===== config.mk =====
export PLATFORM = sky130hd
export DESIGN_NAME = reset_source_controller
export DESIGN_NICKNAME = d
export VERILOG_FILES = /design/src/verilog/rst_ctrl_pkg.sv /design/src/verilog/reset_source_controller.sv
export SDC_FILE = /design/constraint.sdc
export NUM_CORES = 1
export LEC_CHECK = 0
export BUFFER_PORTS_ARGS = -buffer_cell sky130_fd_sc_hd__buf_4
export CAP_MARGIN = 20
export CORE_UTILIZATION = 53
export CTS_BUF_LIST = sky130_fd_sc_hd__clkbuf_8
export DETAILED_ROUTE_END_ITERATION = 8
export PLACE_DENSITY = 0.93
export RECOVER_POWER = 100
export SETUP_SLACK_MARGIN = 0.4
export SLEW_MARGIN = 20
export SYNTH_ARGS = -nofsm -noshare
export SYNTH_HDL_FRONTEND = slang
export SYNTH_SLANG_ARGS = --single-unit

===== constraint.sdc =====
create_clock -name clk -period 4.2 [get_ports clk]
set_input_delay 0.84 -clock clk [delete_from_list [all_inputs] [get_ports clk]]
set_output_delay 0.84 -clock clk [all_outputs]
set_load 0.01 [all_outputs]

===== src/verilog/rst_ctrl_pkg.sv =====
package rst_ctrl_pkg;

  // ---------------------------------------------------------------
  // sizes and timing
  // ---------------------------------------------------------------
  localparam int unsigned CLK_HZ           = 10_000_000;
  localparam int unsigned BOR_HOLD_US      = 500;
  localparam int unsigned BOR_HOLD_CYC     =
    (BOR_HOLD_US * (CLK_HZ / 1_000_000));
  localparam int unsigned NUM_PERIPH       = 32;
  localparam int unsigned WDT_W            = 32;
  localparam int unsigned TIM_W            = 16;
  localparam int unsigned REL_STAGES       = 2;

  // ---------------------------------------------------------------
  // cause flag positions
  // ---------------------------------------------------------------
  localparam int unsigned CAUSE_EXT        = 0;
  localparam int unsigned CAUSE_POR        = 1;
  localparam int unsigned CAUSE_BOR        = 2;
  localparam int unsigned CAUSE_WDT        = 3;
  localparam int unsigned CAUSE_SW         = 4;
  localparam int unsigned CAUSE_LDO        = 5;
  localparam int unsigned CAUSE_W          = 6;
  localparam logic [5:0]  CAUSE_RST_VAL    = 6'h00;

  typedef enum logic [1:0]
  {
    BO_IDLE = 2'b00,
    BO_WAIT = 2'b01,
    BO_HOLD = 2'b10
  } bo_state_e;

  typedef struct packed
  {
    logic             enable;
    logic             reset_select;
    logic             wait_enable;
    logic [TIM_W-1:0] resample_delay;
  } brownout_ctrl_s;

  typedef struct packed
  {
    logic core;
    logic tap;
    logic tap_pins;
    logic periph;
  } rst_out_s;

endpackage

===== src/verilog/reset_source_controller.sv =====
`timescale 1ns/1ps
module reset_source_controller #(
  parameter int unsigned NPER       = rst_ctrl_pkg::NUM_PERIPH,
  parameter int unsigned NDOM       = 2,
  parameter int unsigned BOR_HOLD   = rst_ctrl_pkg::BOR_HOLD_CYC,
  parameter logic [31:0] ID_WORD0   = 32'h0000_0001,
  parameter logic [31:0] ID_WORD1   = 32'h0000_0002,
  parameter logic [31:0] CAPS_WORD  = 32'h0000_0003
) (
  input  wire logic                              clk,
  input  wire logic                              rst,
  input  wire logic                              por_active,
  input  wire logic                              rst_pin_n,
  input  wire logic                              brownout_det,
  input  wire logic                              regulator_bad,
  input  wire rst_ctrl_pkg::brownout_ctrl_s      brownout_ctrl_reg,
  input  wire logic                              regulator_reset_en,
  input  wire logic                              system_reset_request,
  input  wire logic [NPER-1:0]                   periph_reset_regs,
  input  wire logic                              wdt_enable,
  input  wire logic                              wdt_reset_en,
  input  wire logic                              wdt_int_clear,
  input  wire logic [rst_ctrl_pkg::WDT_W-1:0]    watchdog_reload_value,
  input  wire logic                              cause_clear,
  output logic [rst_ctrl_pkg::CAUSE_W-1:0]       reset_cause_flags,
  output rst_ctrl_pkg::rst_out_s                 rst_out,
  output logic [NPER-1:0][NDOM-1:0]              periph_rst,
  output logic                                   brownout_irq,
  output logic                                   wdt_irq,
  output logic [31:0]                            device_id_word0,
  output logic [31:0]                            device_id_word1,
  output logic [31:0]                            capability_regs
);
  import rst_ctrl_pkg::*;

  // ---------------------------------------------------------------
  // pin synchronisers
  // ---------------------------------------------------------------
  logic [1:0] por_s_q, pin_s_q, bod_s_q, reg_s_q;
  logic       por_seen_q;

  always_ff @(posedge clk)
  begin
    if (rst)
    begin
      por_s_q <= 2'h3;
      pin_s_q <= 2'h3;
      bod_s_q <= 2'h0;
      reg_s_q <= 2'h0;
    end
    else
    begin
      por_s_q <= {por_s_q[0], por_active};
      pin_s_q <= {pin_s_q[0], rst_pin_n};
      bod_s_q <= {bod_s_q[0], brownout_det};
      reg_s_q <= {reg_s_q[0], regulator_bad};
    end
  end

  wire por_lvl  = por_s_q[1];
  wire pin_lvl  = ~pin_s_q[1];
  wire bod_lvl  = bod_s_q[1];
  wire reg_lvl  = reg_s_q[1];

  // power-on only counts before the detector first goes quiet
  always_ff @(posedge clk)
  begin
    if (rst)
      por_seen_q <= 1'b0;
    else if (!por_lvl)
      por_seen_q <= 1'b1;
  end

  wire por_src = por_lvl & ~por_seen_q;

  // ---------------------------------------------------------------
  // brown-out filter
  // ---------------------------------------------------------------
  bo_state_e        bo_q, bo_d;
  logic [TIM_W-1:0] bo_tmr_q;
  logic [31:0]      hold_q;
  logic             bo_evt;
  logic             bo_src;
  logic             bo_irq_q;

  wire bo_live   = brownout_ctrl_reg.enable & bod_lvl;
  wire bo_filt   = brownout_ctrl_reg.wait_enable &
                   ~brownout_ctrl_reg.reset_select;
  wire tmr_done  = (bo_tmr_q == brownout_ctrl_reg.resample_delay);

  always_comb
  begin
    bo_d   = bo_q;
    bo_evt = 1'b0;
    case (bo_q)
      BO_IDLE:
        if (bo_live)
        begin
          if (bo_filt)
            bo_d = BO_WAIT;
          else
            bo_evt = 1'b1;
        end
      BO_WAIT:
        if (tmr_done)
        begin
          bo_evt = bo_live;
          bo_d   = BO_IDLE;
        end
      BO_HOLD:
        if (hold_q == BOR_HOLD - 1)
          bo_d = BO_IDLE;
      default:
        bo_d = BO_IDLE;
    endcase
    if (bo_evt && brownout_ctrl_reg.reset_select)
      bo_d = BO_HOLD;
  end

  assign bo_src = bo_evt & brownout_ctrl_reg.reset_select;

  always_ff @(posedge clk)
  begin
    if (rst)
    begin
      bo_q     <= BO_IDLE;
      bo_tmr_q <= '0;
      hold_q   <= '0;
      bo_irq_q <= 1'b0;
    end
    else
    begin
      bo_q     <= bo_d;
      bo_tmr_q <= (bo_q == BO_WAIT) ? bo_tmr_q + 1'b1 : '0;
      hold_q   <= (bo_q == BO_HOLD) ? hold_q + 32'h1 : '0;
      bo_irq_q <= bo_evt & ~brownout_ctrl_reg.reset_select;
    end
  end

  assign brownout_irq = bo_irq_q;

  // ---------------------------------------------------------------
  // watchdog
  // ---------------------------------------------------------------
  logic [WDT_W-1:0] wdt_cnt_q;
  logic             wdt_int_q;
  logic             wdt_rst_q;

  wire wdt_zero = wdt_enable & (wdt_cnt_q == '0);

  always_ff @(posedge clk)
  begin
    if (rst || rst_out.core)
    begin
      wdt_cnt_q <= '1;
      wdt_int_q <= 1'b0;
      wdt_rst_q <= 1'b0;
    end
    else
    begin
      if (wdt_zero)
        wdt_cnt_q <= watchdog_reload_value;
      else if (wdt_enable)
        wdt_cnt_q <= wdt_cnt_q - 1'b1;
      // idle counter sits at the reload value, so enabling
      // starts a full period instead of a stale count
      else
        wdt_cnt_q <= watchdog_reload_value;
      // a new time-out beats a clear in the same cycle
      if (wdt_zero)
        wdt_int_q <= 1'b1;
      else if (wdt_int_clear)
        wdt_int_q <= 1'b0;
      wdt_rst_q <= wdt_zero & wdt_int_q & wdt_reset_en;
    end
  end

  assign wdt_irq = wdt_int_q;

  // ---------------------------------------------------------------
  // source combine and release
  // ---------------------------------------------------------------
  wire reg_src = reg_lvl & regulator_reset_en;
  wire sw_src  = system_reset_request;
  wire sys_src = bo_src | wdt_rst_q | reg_src | sw_src;
  wire any_src = por_src | pin_lvl | sys_src;

  // stretch keeps release clean after a one-cycle source
  logic [REL_STAGES-1:0] core_rel_q;
  logic [REL_STAGES-1:0] tap_rel_q;

  always_ff @(posedge clk)
  begin
    if (rst)
    begin
      core_rel_q <= '1;
      tap_rel_q  <= '1;
    end
    else
    begin
      core_rel_q <= any_src ? '1 : {core_rel_q[REL_STAGES-2:0], 1'b0};
      tap_rel_q  <= por_src ? '1 : {tap_rel_q[REL_STAGES-2:0], 1'b0};
    end
  end

  // asserted at once from a source, dropped only after the stages; tap_pins drops with the pin
  assign rst_out.core     = any_src | core_rel_q[REL_STAGES-1];
  assign rst_out.periph   = rst_out.core;
  assign rst_out.tap      = por_src | tap_rel_q[REL_STAGES-1];
  assign rst_out.tap_pins = rst_out.tap | pin_lvl;

  // ---------------------------------------------------------------
  // per-peripheral reset, one bit per clock-gate position
  // ---------------------------------------------------------------
  genvar gi;
  generate
    for (gi = 0; gi < NPER; gi++)
    begin : g_per
      assign periph_rst[gi] = {NDOM{periph_reset_regs[gi] |
                                    rst_out.periph}};
    end
  endgenerate

  // ---------------------------------------------------------------
  // cause flags
  // ---------------------------------------------------------------
  logic [CAUSE_W-1:0] cause_q;
  logic [CAUSE_W-1:0] cause_set;

  always_comb
  begin
    cause_set            = '0;
    cause_set[CAUSE_EXT] = pin_lvl;
    cause_set[CAUSE_POR] = por_src;
    cause_set[CAUSE_BOR] = bo_src;
    cause_set[CAUSE_WDT] = wdt_rst_q;
    cause_set[CAUSE_SW]  = sw_src;
    cause_set[CAUSE_LDO] = reg_src;
  end

  // rst does not clear these directly; software, a pin reset or power-on does
  always_ff @(posedge clk)
  begin
    if (pin_lvl)
      cause_q <= cause_set;
    // first power-up starts from a clean set; limitation: a later
    // rst reopens the power-on window and clears them as well
    else if (por_src)
      cause_q <= CAUSE_RST_VAL | cause_set;
    else
      cause_q <= (cause_clear ? '0 : cause_q) | cause_set;
  end

  assign reset_cause_flags = cause_q;

  // identification words, values arbitrary
  assign device_id_word0 = ID_WORD0;
  assign device_id_word1 = ID_WORD1;
  assign capability_regs = CAPS_WORD;

  // ---------------------------------------------------------------
  // checks
  // ---------------------------------------------------------------
  por_tap_a : assert property (@(posedge clk) disable iff (rst)
    por_src |-> rst_out.tap && rst_out.core)
    else $error("power-on did not reset test port");
  pin_tap_a : assert property (@(posedge clk) disable iff (rst)
    pin_lvl && !por_src && !tap_rel_q[REL_STAGES-1] |-> !rst_out.tap)
    else $error("pin reset touched test port");
  sys_tap_a : assert property (@(posedge clk) disable iff (rst)
    sys_src && !por_src && !tap_rel_q[REL_STAGES-1] |-> !rst_out.tap)
    else $error("system source reset test port");
  pin_cause_a : assert property (@(posedge clk) disable iff (rst)
    pin_lvl |=> reset_cause_flags == $past(cause_set))
    else $error("pin cause left other flags");
  wdt_reload_a : assert property (@(posedge clk) disable iff (rst)
    wdt_zero && !rst_out.core |=> wdt_cnt_q == $past(watchdog_reload_value)
      && wdt_irq)
    else $error("watchdog did not reload");
  release_a : assert property (@(posedge clk) disable iff (rst)
    any_src ##1 !any_src [*3] |-> !rst_out.core)
    else $error("core reset not released");
  bor_hold_a : assert property (@(posedge clk) disable iff (rst)
    bo_src |=> (bo_q == BO_HOLD) [*8])
    else $error("brown-out hold too short");
  bor_irq_a : assert property (@(posedge clk) disable iff (rst)
    bo_irq_q |-> !$past(brownout_ctrl_reg.reset_select))
    else $error("brown-out interrupt while reset selected");
  wdt_reset_a : assert property (@(posedge clk) disable iff (rst)
    wdt_zero && wdt_irq && wdt_reset_en && !rst_out.core |=> rst_out.core)
    else $error("watchdog second time-out gave no reset");
  periph_lo_a : assert property (@(posedge clk) disable iff (rst)
    !rst_out.periph |-> periph_rst[0] == {NDOM{periph_reset_regs[0]}})
    else $error("low peripheral reset mismatch");
  periph_hi_a : assert property (@(posedge clk) disable iff (rst)
    !rst_out.periph |-> periph_rst[NPER-1] == {NDOM{periph_reset_regs[NPER-1]}})
    else $error("high peripheral reset mismatch");
  sw_core_a : assert property (@(posedge clk) disable iff (rst)
    system_reset_request |-> rst_out.core && rst_out.periph)
    else $error("system request did not reset core");
  ldo_rst_a : assert property (@(posedge clk) disable iff (rst)
    reg_src |-> rst_out.core && rst_out.periph)
    else $error("regulator loss did not reset core");
  ldo_flag_a : assert property (@(posedge clk) disable iff (rst)
    reg_src |=> reset_cause_flags[CAUSE_LDO])
    else $error("regulator flag not set");
  cause_keep_a : assert property (@(posedge clk) disable iff (rst)
    !pin_lvl && !por_src && !cause_clear |=>
      (reset_cause_flags & $past(reset_cause_flags))
        == $past(reset_cause_flags))
    else $error("cause flag lost");
  bo_off_a : assert property (@(posedge clk) disable iff (rst)
    !brownout_ctrl_reg.enable |=> !brownout_irq)
    else $error("brown-out acted while disabled");
  bo_rst_a : assert property (@(posedge clk) disable iff (rst)
    bo_src |-> rst_out.core && rst_out.periph)
    else $error("brown-out did not reset core");
  bo_wait_a : assert property (@(posedge clk) disable iff (rst)
    bo_q == BO_WAIT && !tmr_done |-> !bo_evt)
    else $error("brown-out acted before resample");
  por_once_a : assert property (@(posedge clk) disable iff (rst)
    por_seen_q |-> !por_src)
    else $error("power-on source came back");
  por_pins_a : assert property (@(posedge clk) disable iff (rst)
    por_src |-> rst_out.tap_pins && rst_out.periph)
    else $error("power-on missed a domain");
  pin_core_a : assert property (@(posedge clk) disable iff (rst)
    pin_lvl |-> rst_out.core && rst_out.periph && rst_out.tap_pins)
    else $error("pin reset missed a domain");
endmodule


==> results.txt, run 1 <==
- Across all register-to-register paths, the minimum setup slack is 0.87 ns.
* Start point of the critical path: system_reset_request
* Worst setup path category: input port to register
- Pin count of the biggest net entering global routing: 37
- After the first detailed-routing iteration, the DRC count stood at about 220.
* Leakage power: between 0.002 and 0.0025 µW
* Post-CTS setup repair buffer count: 0
- Clock-pin slew reported for the worst setup and hold paths after clock tree synthesis: 0.11 ns
- The endpoint identified for the worst register-to-register timing path is wdt_cnt_q[20].
- Dominant register cell in the synthesized netlist: sky130_fd_sc_hd__dfxtp_1
* Cells along the critical path: clkbuf_4 -> a211oi_1 -> nor4bb_4 -> clkbuf_2 -> nand2_1 -> o2bb2ai_1 -> clkbuf_1 -> o21ai_0
- Setup violations remaining at the end of the flow were counted as 0.
- Combinational family with the most area after synthesis: simple AND/OR/NAND/NOR gates
- Clock tree synthesis selected as its root buffer the cell sky130_fd_sc_hd__clkbuf_8.
- Post-synthesis compound-gate area fraction: 0.0701
- In the final layout, the share of cells above drive strength 1 is 0.173.
- The first detailed-routing pass ran for 5 iterations.
- Synthesized area: 6120 µm²
- At the pin with the least slew margin, the transition time is between 1.5 and 2 ns.
- Arithmetic-cell share of the synthesized area counting full adders, half adders and majority gates: 0.00613
- Share of total power consumed by net switching: 0.256
* Die span in x: around 110 µm
* Critical path data arrival time: ~3.7 ns
- Setup slack on the critical path of the routed design comes to ~0.66 ns.
- Compared with the post-synthesis result, the final layout area differs by 10.9%.
- Unrepaired setup endpoints after global routing: false
- Internal power comes to 1370 µW.
* Category of the worst setup path capture point: register
* Vias per inst: roughly 5
- Counting both buffers and inverters, the worst setup path holds a total of 3.
- The layout has between 1000 and 1500 filler cells.
* Number of synthesized register bits: 104
* Bufs on Longest Clock Path: 2
- The repair_antennas step left the layout with diodes totalling 0.
* Launch instance of the worst register-to-register path: reg_s_q[1]
* Startpoint types: input port
- The number of hold violations in the final report was 0.
* Detailed placement HPWL: between 10 and 15 mm
- Critical-path cell with the highest stage delay: sky130_fd_sc_hd__clkbuf_1
* Total power density per cell area: about 270 nW/µm²
- In this run the tool buffered the top-level ports with between 150 and 200 buffer cells.
* Top-level I/O count: between 200 and 300
- In the final timing run, aggregate negative setup slack is 0 ns.
- Async set-or-reset flop fraction in the synthesized netlist: 0
- CP required: ~4.4 ns
- Clk sinks: 104
- Buffers inserted to repair hold after CTS numbered 0.
* Worst skew pair latency: between 0.3 and 0.4 ns
- The clock tree synthesis step divided the H-tree into 3 levels.
* Fraction of the yosys area taken by sequential cells: 0.340
- Setup Slack @ Placement: roughly 0.68 ns
- Measured against the total synthesized area, the mux share comes to 0.00817.
* Minimum clock period: 3.54 ns
- The number of antenna violations at the first check in global routing was 1.
- A synthesized cell averages approximately 8.6 µm².
* Max stage delay on crit path: between 1 and 1.5 ns
- The count of nets left with antenna violations once routing finished came out at 0.
- In the finished design, the share of the clock period the worst path needs comes to 0.844.
* Post-detailed-route wirelength per cell: roughly 14 µm
* Most common cell after layout, fill and taps aside: sky130_fd_sc_hd__dfxtp_1
- Via count of the first global-routing pass: 4419
* Synthesized-area fraction occupied by and/or/nand/nor cells: 0.274
- For this design the total switching power over the nets is 471 µW.
- The total area inside the core boundary comes to roughly 11000 µm².
- In the final design database the tool counted ~930 nets.
* Wire length of the first global-routing pass: between 20 and 25 mm
* Outcome: complete, but fails checks
* Clock power frac: 0.369
- Number of maximum-capacitance violations: 1
- The clock arrives with roughly 0.017 ns of skew.
* Slew Viols, Final: 35
- After clock tree synthesis, the repair step resized 0 gates.
- Delay-heaviest family, CP: buffers and inverters
- Global routing finished with a remaining overflow of 0.
* Gate Count Post-Synth: 714
* Clock tree from TritonCTS: yes
- Following the worst setup path forward leads to its endpoint at wdt_cnt_q[20].
- Initial Utilization: 0.555
- Fmax: 282 MHz
- Number of buffers added by the clock tree synthesis step: 9
- The number of different library cells used by synthesis comes to between 50 and 60.
- The final layout contains routed wiring with a total length of ~13 mm.
- Highest fanout seen on the critical path: 34
- Standard-cell row count: 38
- Worst IR drop on VDD: approximately 0.00016 V
- Combinational power share: 0.089
- Counting cells, the worst reg-to-reg path comes to 7.
* Relative slew slack: -0.00458
- In this run, synthesis inferred 0 flip-flops with an integrated enable.
* Y dimension of the die: about 110 µm
- GRT Overall Usage: 0.222
* Weighted congestion at the end of routability-driven global placement: around 0.82
- Post-Synth XOR/XNOR Area: 0.110
- Failing checks: max-capacitance violations, max-slew violations
- The worst hold path belongs to the class register to register.
* Count of vias placed by the detailed router: around 4900
* Register share of total power: 0.542
* Die Area: around 12000 µm²
* YS warnings: 0
* Residual DRC count: 0
- Top library cells by usage in the layout, fill and taps aside: 104 x sky130_fd_sc_hd__dfxtp_1, 96 x sky130_fd_sc_hd__conb_1, 95 x sky130_fd_sc_hd__buf_4, 80 x sky130_fd_sc_hd__clkbuf_1, 55 x sky130_fd_sc_hd__xnor2_1
* Number of stages on the worst setup path: 8
[worst min-delay path by stage]
stage	cells after the start	start	end
2_1_floorplan	1	pin_s_q[0]	pin_s_q[1]
3_3_place_gp	1	pin_s_q[0]	pin_s_q[1]
3_5_place_dp	1	por_s_q[0]	por_s_q[1]
4_1_cts	1	por_s_q[0]	por_s_q[1]
5_1_grt	1	por_s_q[0]	por_s_q[1]
6_report	1	por_s_q[0]	por_s_q[1]
[Yosys cell counts (6+ instances only)]
| cell type | instances | area [µm²] |
|---|---|---|
| sky130_fd_sc_hd__and4_1 | 7 | 61.3 |
| sky130_fd_sc_hd__and3_1 | 8 | 50.1 |
| sky130_fd_sc_hd__inv_1 | 12 | 45.0 |
| sky130_fd_sc_hd__nor4_1 | 16 | 100 |
| sky130_fd_sc_hd__nor3_1 | 14 | 70.1 |
| sky130_fd_sc_hd__nand3_1 | 18 | 90.1 |
| sky130_fd_sc_hd__dfxtp_1 | 104 | 2080 |
| sky130_fd_sc_hd__a21oi_1 | 6 | 30.0 |
| sky130_fd_sc_hd__buf_4 | 130 | 976 |
| sky130_fd_sc_hd__nor2b_1 | 10 | 62.6 |
| sky130_fd_sc_hd__nor3_2 | 8 | 80.1 |
| sky130_fd_sc_hd__nand3b_1 | 32 | 240 |
| sky130_fd_sc_hd__o211ai_1 | 21 | 158 |
| sky130_fd_sc_hd__or4_1 | 7 | 52.6 |
| sky130_fd_sc_hd__nand4_1 | 16 | 100 |
| sky130_fd_sc_hd__nor2_1 | 54 | 203 |
| sky130_fd_sc_hd__or2_2 | 8 | 50.1 |
| sky130_fd_sc_hd__or3_1 | 13 | 81.3 |
| sky130_fd_sc_hd__xnor2_1 | 55 | 482 |
| sky130_fd_sc_hd__o21ai_0 | 11 | 55.1 |
| sky130_fd_sc_hd__nand2_1 | 54 | 203 |
| sky130_fd_sc_hd__clkbuf_1 | 22 | 82.6 |
| sky130_fd_sc_hd__xor2_1 | 22 | 193 |
[area by class of cell]
class	count	area (µm²)	share of cell area
inverters	12	45.0	0.00663
clock inverters	7	97.6	0.0144
flip-flops and latches	104	2080	0.307
repair buffers	177	1030	0.151
multi-input cells	530	3240	0.477
well taps	140	175	0.0258
clock buffers	9	124	0.0182
[logic make-up (layout without fill, tap and decap cells)]
logic type | after synthesis | after routing
mux | 5 | 5
buf+inv | 174 | 205
other cells | 2 | 96
compound gates | 60 | 60
simple gates | 289 | 289
xor+xnor | 77 | 77
flops | 104 | 104
fa+ha+maj | 3 | 3
[power groups by stage]
stage	sequential, µW	clock (µW)	combinational [µW]
global route	999	732	181
floorplan	1020	0	148
global placement	1020	0	164
finish	998	679	164
detailed placement	1020	0	166
CTS	998	688	167
[registers in the layout, indices dropped and copies added (netlist names)]
register	cells
bo_tmr_q	16
reg_s_q	2
bo_q	2
bod_s_q	2
hold_q	32
por_seen_q	1
tap_rel_q	2
wdt_rst_q	1
wdt_irq	1
wdt_cnt_q	32
por_s_q	2
pin_s_q	2
core_rel_q	2
reset_cause_flags	6
brownout_irq	1
[per-stage QoR]
| step | std cells | total power [µW] | util | area, µm² | hold WS, ns |
|---|---|---|---|---|---|
| CTS | 979 | 1850 | 0.645 | 7110 | 0.423 |
| finish | 979 | 1840 | 0.616 | 6790 | 0.419 |
| floorplan | 808 | 1170 | - | 6480 | 0.389 |
| detailed placement | 963 | 1190 | 0.624 | 6890 | 0.397 |
| global placement | 963 | 1180 | 0.624 | 6890 | 0.392 |
| global route | 979 | 1910 | 0.616 | 6790 | 0.433 |
[worst reg2reg max path, cell delays in order (launching register included)]
cell,delay (ns)
sky130_fd_sc_hd__dfxtp_1,0.35
sky130_fd_sc_hd__a211oi_1,0.36
sky130_fd_sc_hd__nor4bb_4,0.36
sky130_fd_sc_hd__clkbuf_2,0.40
sky130_fd_sc_hd__nand2_1,0.10
sky130_fd_sc_hd__o2bb2ai_1,0.16
sky130_fd_sc_hd__clkbuf_1,1.11
sky130_fd_sc_hd__o21ai_0,0.29
[metal layers]
layer	vias up	share of wire	wire [µm]	GRT usage
li1	2463	-	-	-
met1	2281	0.43	5810	0.280
met2	174	0.50	6680	0.384
met3	19	0.053	707	0.0350
met4	2	0.017	232	0.0743
met5	-	0.0013	17	0
No activity file was read; power rests on OpenSTA's default activity.
==> inputs of run 2 (changes only) <==
Settings changed: ABC_AREA from default to 1, CORE_UTILIZATION 53 to 46, PLACE_DENSITY 0.93 to 0.84.
Clock period 4.2 ns to 3.2 ns, I/O delays scaled along.
==> run 2 against run 1 <==
The flow now finishes without violations. Area after synthesis up 11%. Worst setup slack worse by 0.27 ns. Die area up 28%. Largest cell class unchanged.
==> results.txt, run 2 <==
- Post-Route Setup TNS: 0 ns
* Worst IR drop on VDD: about 0.00019 V
* Area grow syn2layout: 11.1%
- Share of cells above drive strength 1: 0.177
- Post-route antenna net violation count: 0
- Initial Utilization: 0.470
- Max stage delay on crit path: 0.40 ns
- Leaving out fill and tap cells, the most frequent cell in the layout is sky130_fd_sc_hd__nand2_1.
* Die Area: ~15000 µm²
- Post-layout utilization of the core: 0.522
- Port buffering added 170 buffers.
* Largest cells by area after synthesis: sky130_fd_sc_hd__dfxtp_1 31%, sky130_fd_sc_hd__buf_4 14%, sky130_fd_sc_hd__nand2_1 12%
* Endpoints failing setup: 0
- Pin count of the biggest net entering global routing: 38
- Clock tree from TritonCTS: yes
- For this run, the leading register cell type out of synthesis is sky130_fd_sc_hd__dfxtp_1.
- Highest fanout seen on the critical path: 18
- Mean area per synthesized cell: between 6 and 7 µm²
- Total power: roughly 2300 µW
- Final Hold Fails: 0
- The run finished with clean final reports.
- Weighted congestion at the end of routability-driven global placement: slightly above 0.9
- For this run, the detailed router's first-pass iteration total came to 5.
- The floorplan step set the die height to about 120 µm.
- After detailed routing, the number of remaining DRC violations is 0.
- Die span in x: 124 µm
- Post-detailed-route wirelength per cell: 13.2 µm
- sky130_fd_sc_hd__nand2_1 is the most common cell in the netlist.
- Cells along the critical path: inv_1 -> nand2_1 -> nand2_1 -> nor2_1 -> nand2_1 -> nor2_1 -> nand2_1 -> nand2_1 -> nand3_4 -> nand3_4 -> buf_12 -> or2_2 -> clkbuf_1
- Based on the critical path, the design can be clocked at up to roughly 350 MHz.
* Detailed placement HPWL: approximately 14 mm
- Setup Slack @ Placement: between 0.3 and 0.4 ns
- The largest individual stage delay along the critical path comes from the cell sky130_fd_sc_hd__dfxtp_1.
- Hold repair after CTS inserted 0 buffers.
* Standard-cell row count: 44
- Data on the critical path is required at its endpoint by roughly 2.6 ns.
- Total power density per cell area: between 300 and 400 nW/µm²
- Critical path data arrival time: ~2.2 ns
- Clock-pin slew reported for the worst setup and hold paths after clock tree synthesis: 0.10 ns
* Inserted Diodes: 0
* Final routed wirelength across all metal layers: roughly 18 mm
- Post-synth EDFFs: 0
- The synthesized design spends more area on one cell type than any other, namely sky130_fd_sc_hd__dfxtp_1.
* Relative slew slack: 0.502
- Top post-synthesis cells by count: 223 x sky130_fd_sc_hd__nand2_1, 129 x sky130_fd_sc_hd__buf_4, 121 x sky130_fd_sc_hd__inv_1, 120 x sky130_fd_sc_hd__nor2_1, 104 x sky130_fd_sc_hd__dfxtp_1
- Unrepaired setup endpoints after global routing: true
* Nets: 1244
- Most numerous cell on the critical path: sky130_fd_sc_hd__nand2_1
- Category of the worst setup path capture point: output pin
- Clock latency on the worst-skew pair, taken at its later pin, is around 0.38 ns.
* Min setup slack post-route: between 0.3 and 0.4 ns
* Overall overflow remaining after global route: 0
* Worst setup path category: register to output pin
- Core area: about 14000 µm²
- Of all flip-flops after synthesis, the portion carrying an async set or reset was 0.
- YS warnings: 0
- Fraction of the yosys area taken by sequential cells: 0.306
- Leakage power: around 0.0031 µW
- After the first detailed-routing iteration, the DRC count stood at ~430.
- Number of antenna violations at the first check in global routing: 0
- Dividing the final minimum period by the clock period gives 0.881.
- Across all hold checks on the routed design, the worst slack comes to about 0.4 ns.
* Vias per inst: around 4.6
- No sink is reached through more buffers than the 2 on the longest clock path.
* Start point of the critical path: bo_tmr_q[4]
* # H-tree levels: 3
* Clock root cell: sky130_fd_sc_hd__clkbuf_8
* Clk sinks: approximately 100
- In the layout the commonest cells are 228 x sky130_fd_sc_hd__nand2_1, 126 x sky130_fd_sc_hd__nor2_1, 123 x sky130_fd_sc_hd__inv_1, 108 x sky130_fd_sc_hd__buf_4, 98 x sky130_fd_sc_hd__dfxtp_1.
* Count of vias placed by the detailed router: 6193
* Number of synthesized register bits: about 100
* Wire length of the first global-routing pass: around 26 mm
- After layout, the minimum clock period comes to 2.82 ns.
* Top-level I/O count: roughly 270
- STA classifies the critical path startpoint as a register.
- The number of global-route vias before repair is around 5400.
- Synthesized area: 6810 µm²
* Top cell type's share of synthesized area: 0.306
- The largest registers in the layout are hold_q: 32 flops, wdt_cnt_q: 32 flops, bo_tmr_q: 16 flops.
- Worst Max-Slew Pin Slew: between 0.7 and 0.8 ns
* Post-route clock skew: ~0.014 ns
* Number of maximum-capacitance violations: 0
- In this run the most critical hold path is launched from bod_s_q[0].
- Gate Count Post-Synth: between 1000 and 1500
* GRT Overall Usage: 0.223
- Number of buffers added by the clock tree synthesis step: 9
- Slew Viols, Final: 0
* Launch instance of the worst register-to-register path: wdt_cnt_q[0]
- Path category of the worst min-delay check: register to register
* Count of different cell masters after synthesis: 44
## run 2: cell count changes after synthesis, sizes merged, moves of 15 or more
cell,before,now
xnor2,55,12
o211ai,24,0
nand3,18,34
a21oi,6,36
inv,12,125
nand3b,32,3
or2,8,47
nor2,54,134
nand2,54,237
clkbuf,22,7
o21ai,13,43
## run 2: layout make-up
cell class	count	area (µm²)
Clock buffer	9	124
Sequential cell	104	2090
Clock inverter	7	57.6
Timing Repair Buffer	178	1130
Tap cell	184	230
Inverter	125	469
Fill cell	1510	6910
Multi-Input combinational cell	728	3470
## run 2: critical path: cells and delay by family (launching register included)
family	cells	cell delay, ns
flip-flops	1	0.40
AND/OR/NAND/NOR	10	1.00
buffers and inverters	3	0.40
## run 2: final timing paths
kind | cells past startpoint | slack [ns] | endpoint
min reg2reg | 2 | 0.40 | bod_s_q[1]
min | 2 | 0.40 | bod_s_q[1]
max reg2reg | 11 | 0.70 | wdt_cnt_q[26]
max | 13 | 0.38 | periph_rst[62]
## run 2: cells by family after synthesis
family,share of synthesized area
compound gates,0.0700
xor+xnor,0.0386
fa+ha+maj,0.00551
buf+inv,0.233
flops,0.306
other cells,0.00110
simple gates,0.346
## run 2: power by group
part           switching, µW  internal, µW  leakage (µW)
clock network            475           292     0.0000867
logic                    138           102       0.00221
registers               4.44          1300      0.000845
## run 2: stage by stage
stage	cell area [µm²]	std cells
after floorplan	7160	1103
after global placement	7600	1315
after CTS	7810	1332
final	7560	1335
after detailed placement	7600	1315
after global routing	7560	1335
## run 2: routing by layer
metal	track usage	wire [µm]	vias to the layer above
met2	0.383	8840	203
met5	0	0	-
li1	-	-	3177
met4	0.0670	276	0
met3	0.0444	1030	21
met1	0.278	7480	2792
## run 2: repair_timing
| action | 4_1_cts | 5_1_grt |
|---|---|---|
| resized for setup | 8 | 10 |
| setup buffers | 1 | 2 |
| pin swaps | 1 | 1 |
| endpoints found under the setup margin | 66 | 64 |
| gates cloned | 0 | 1 |
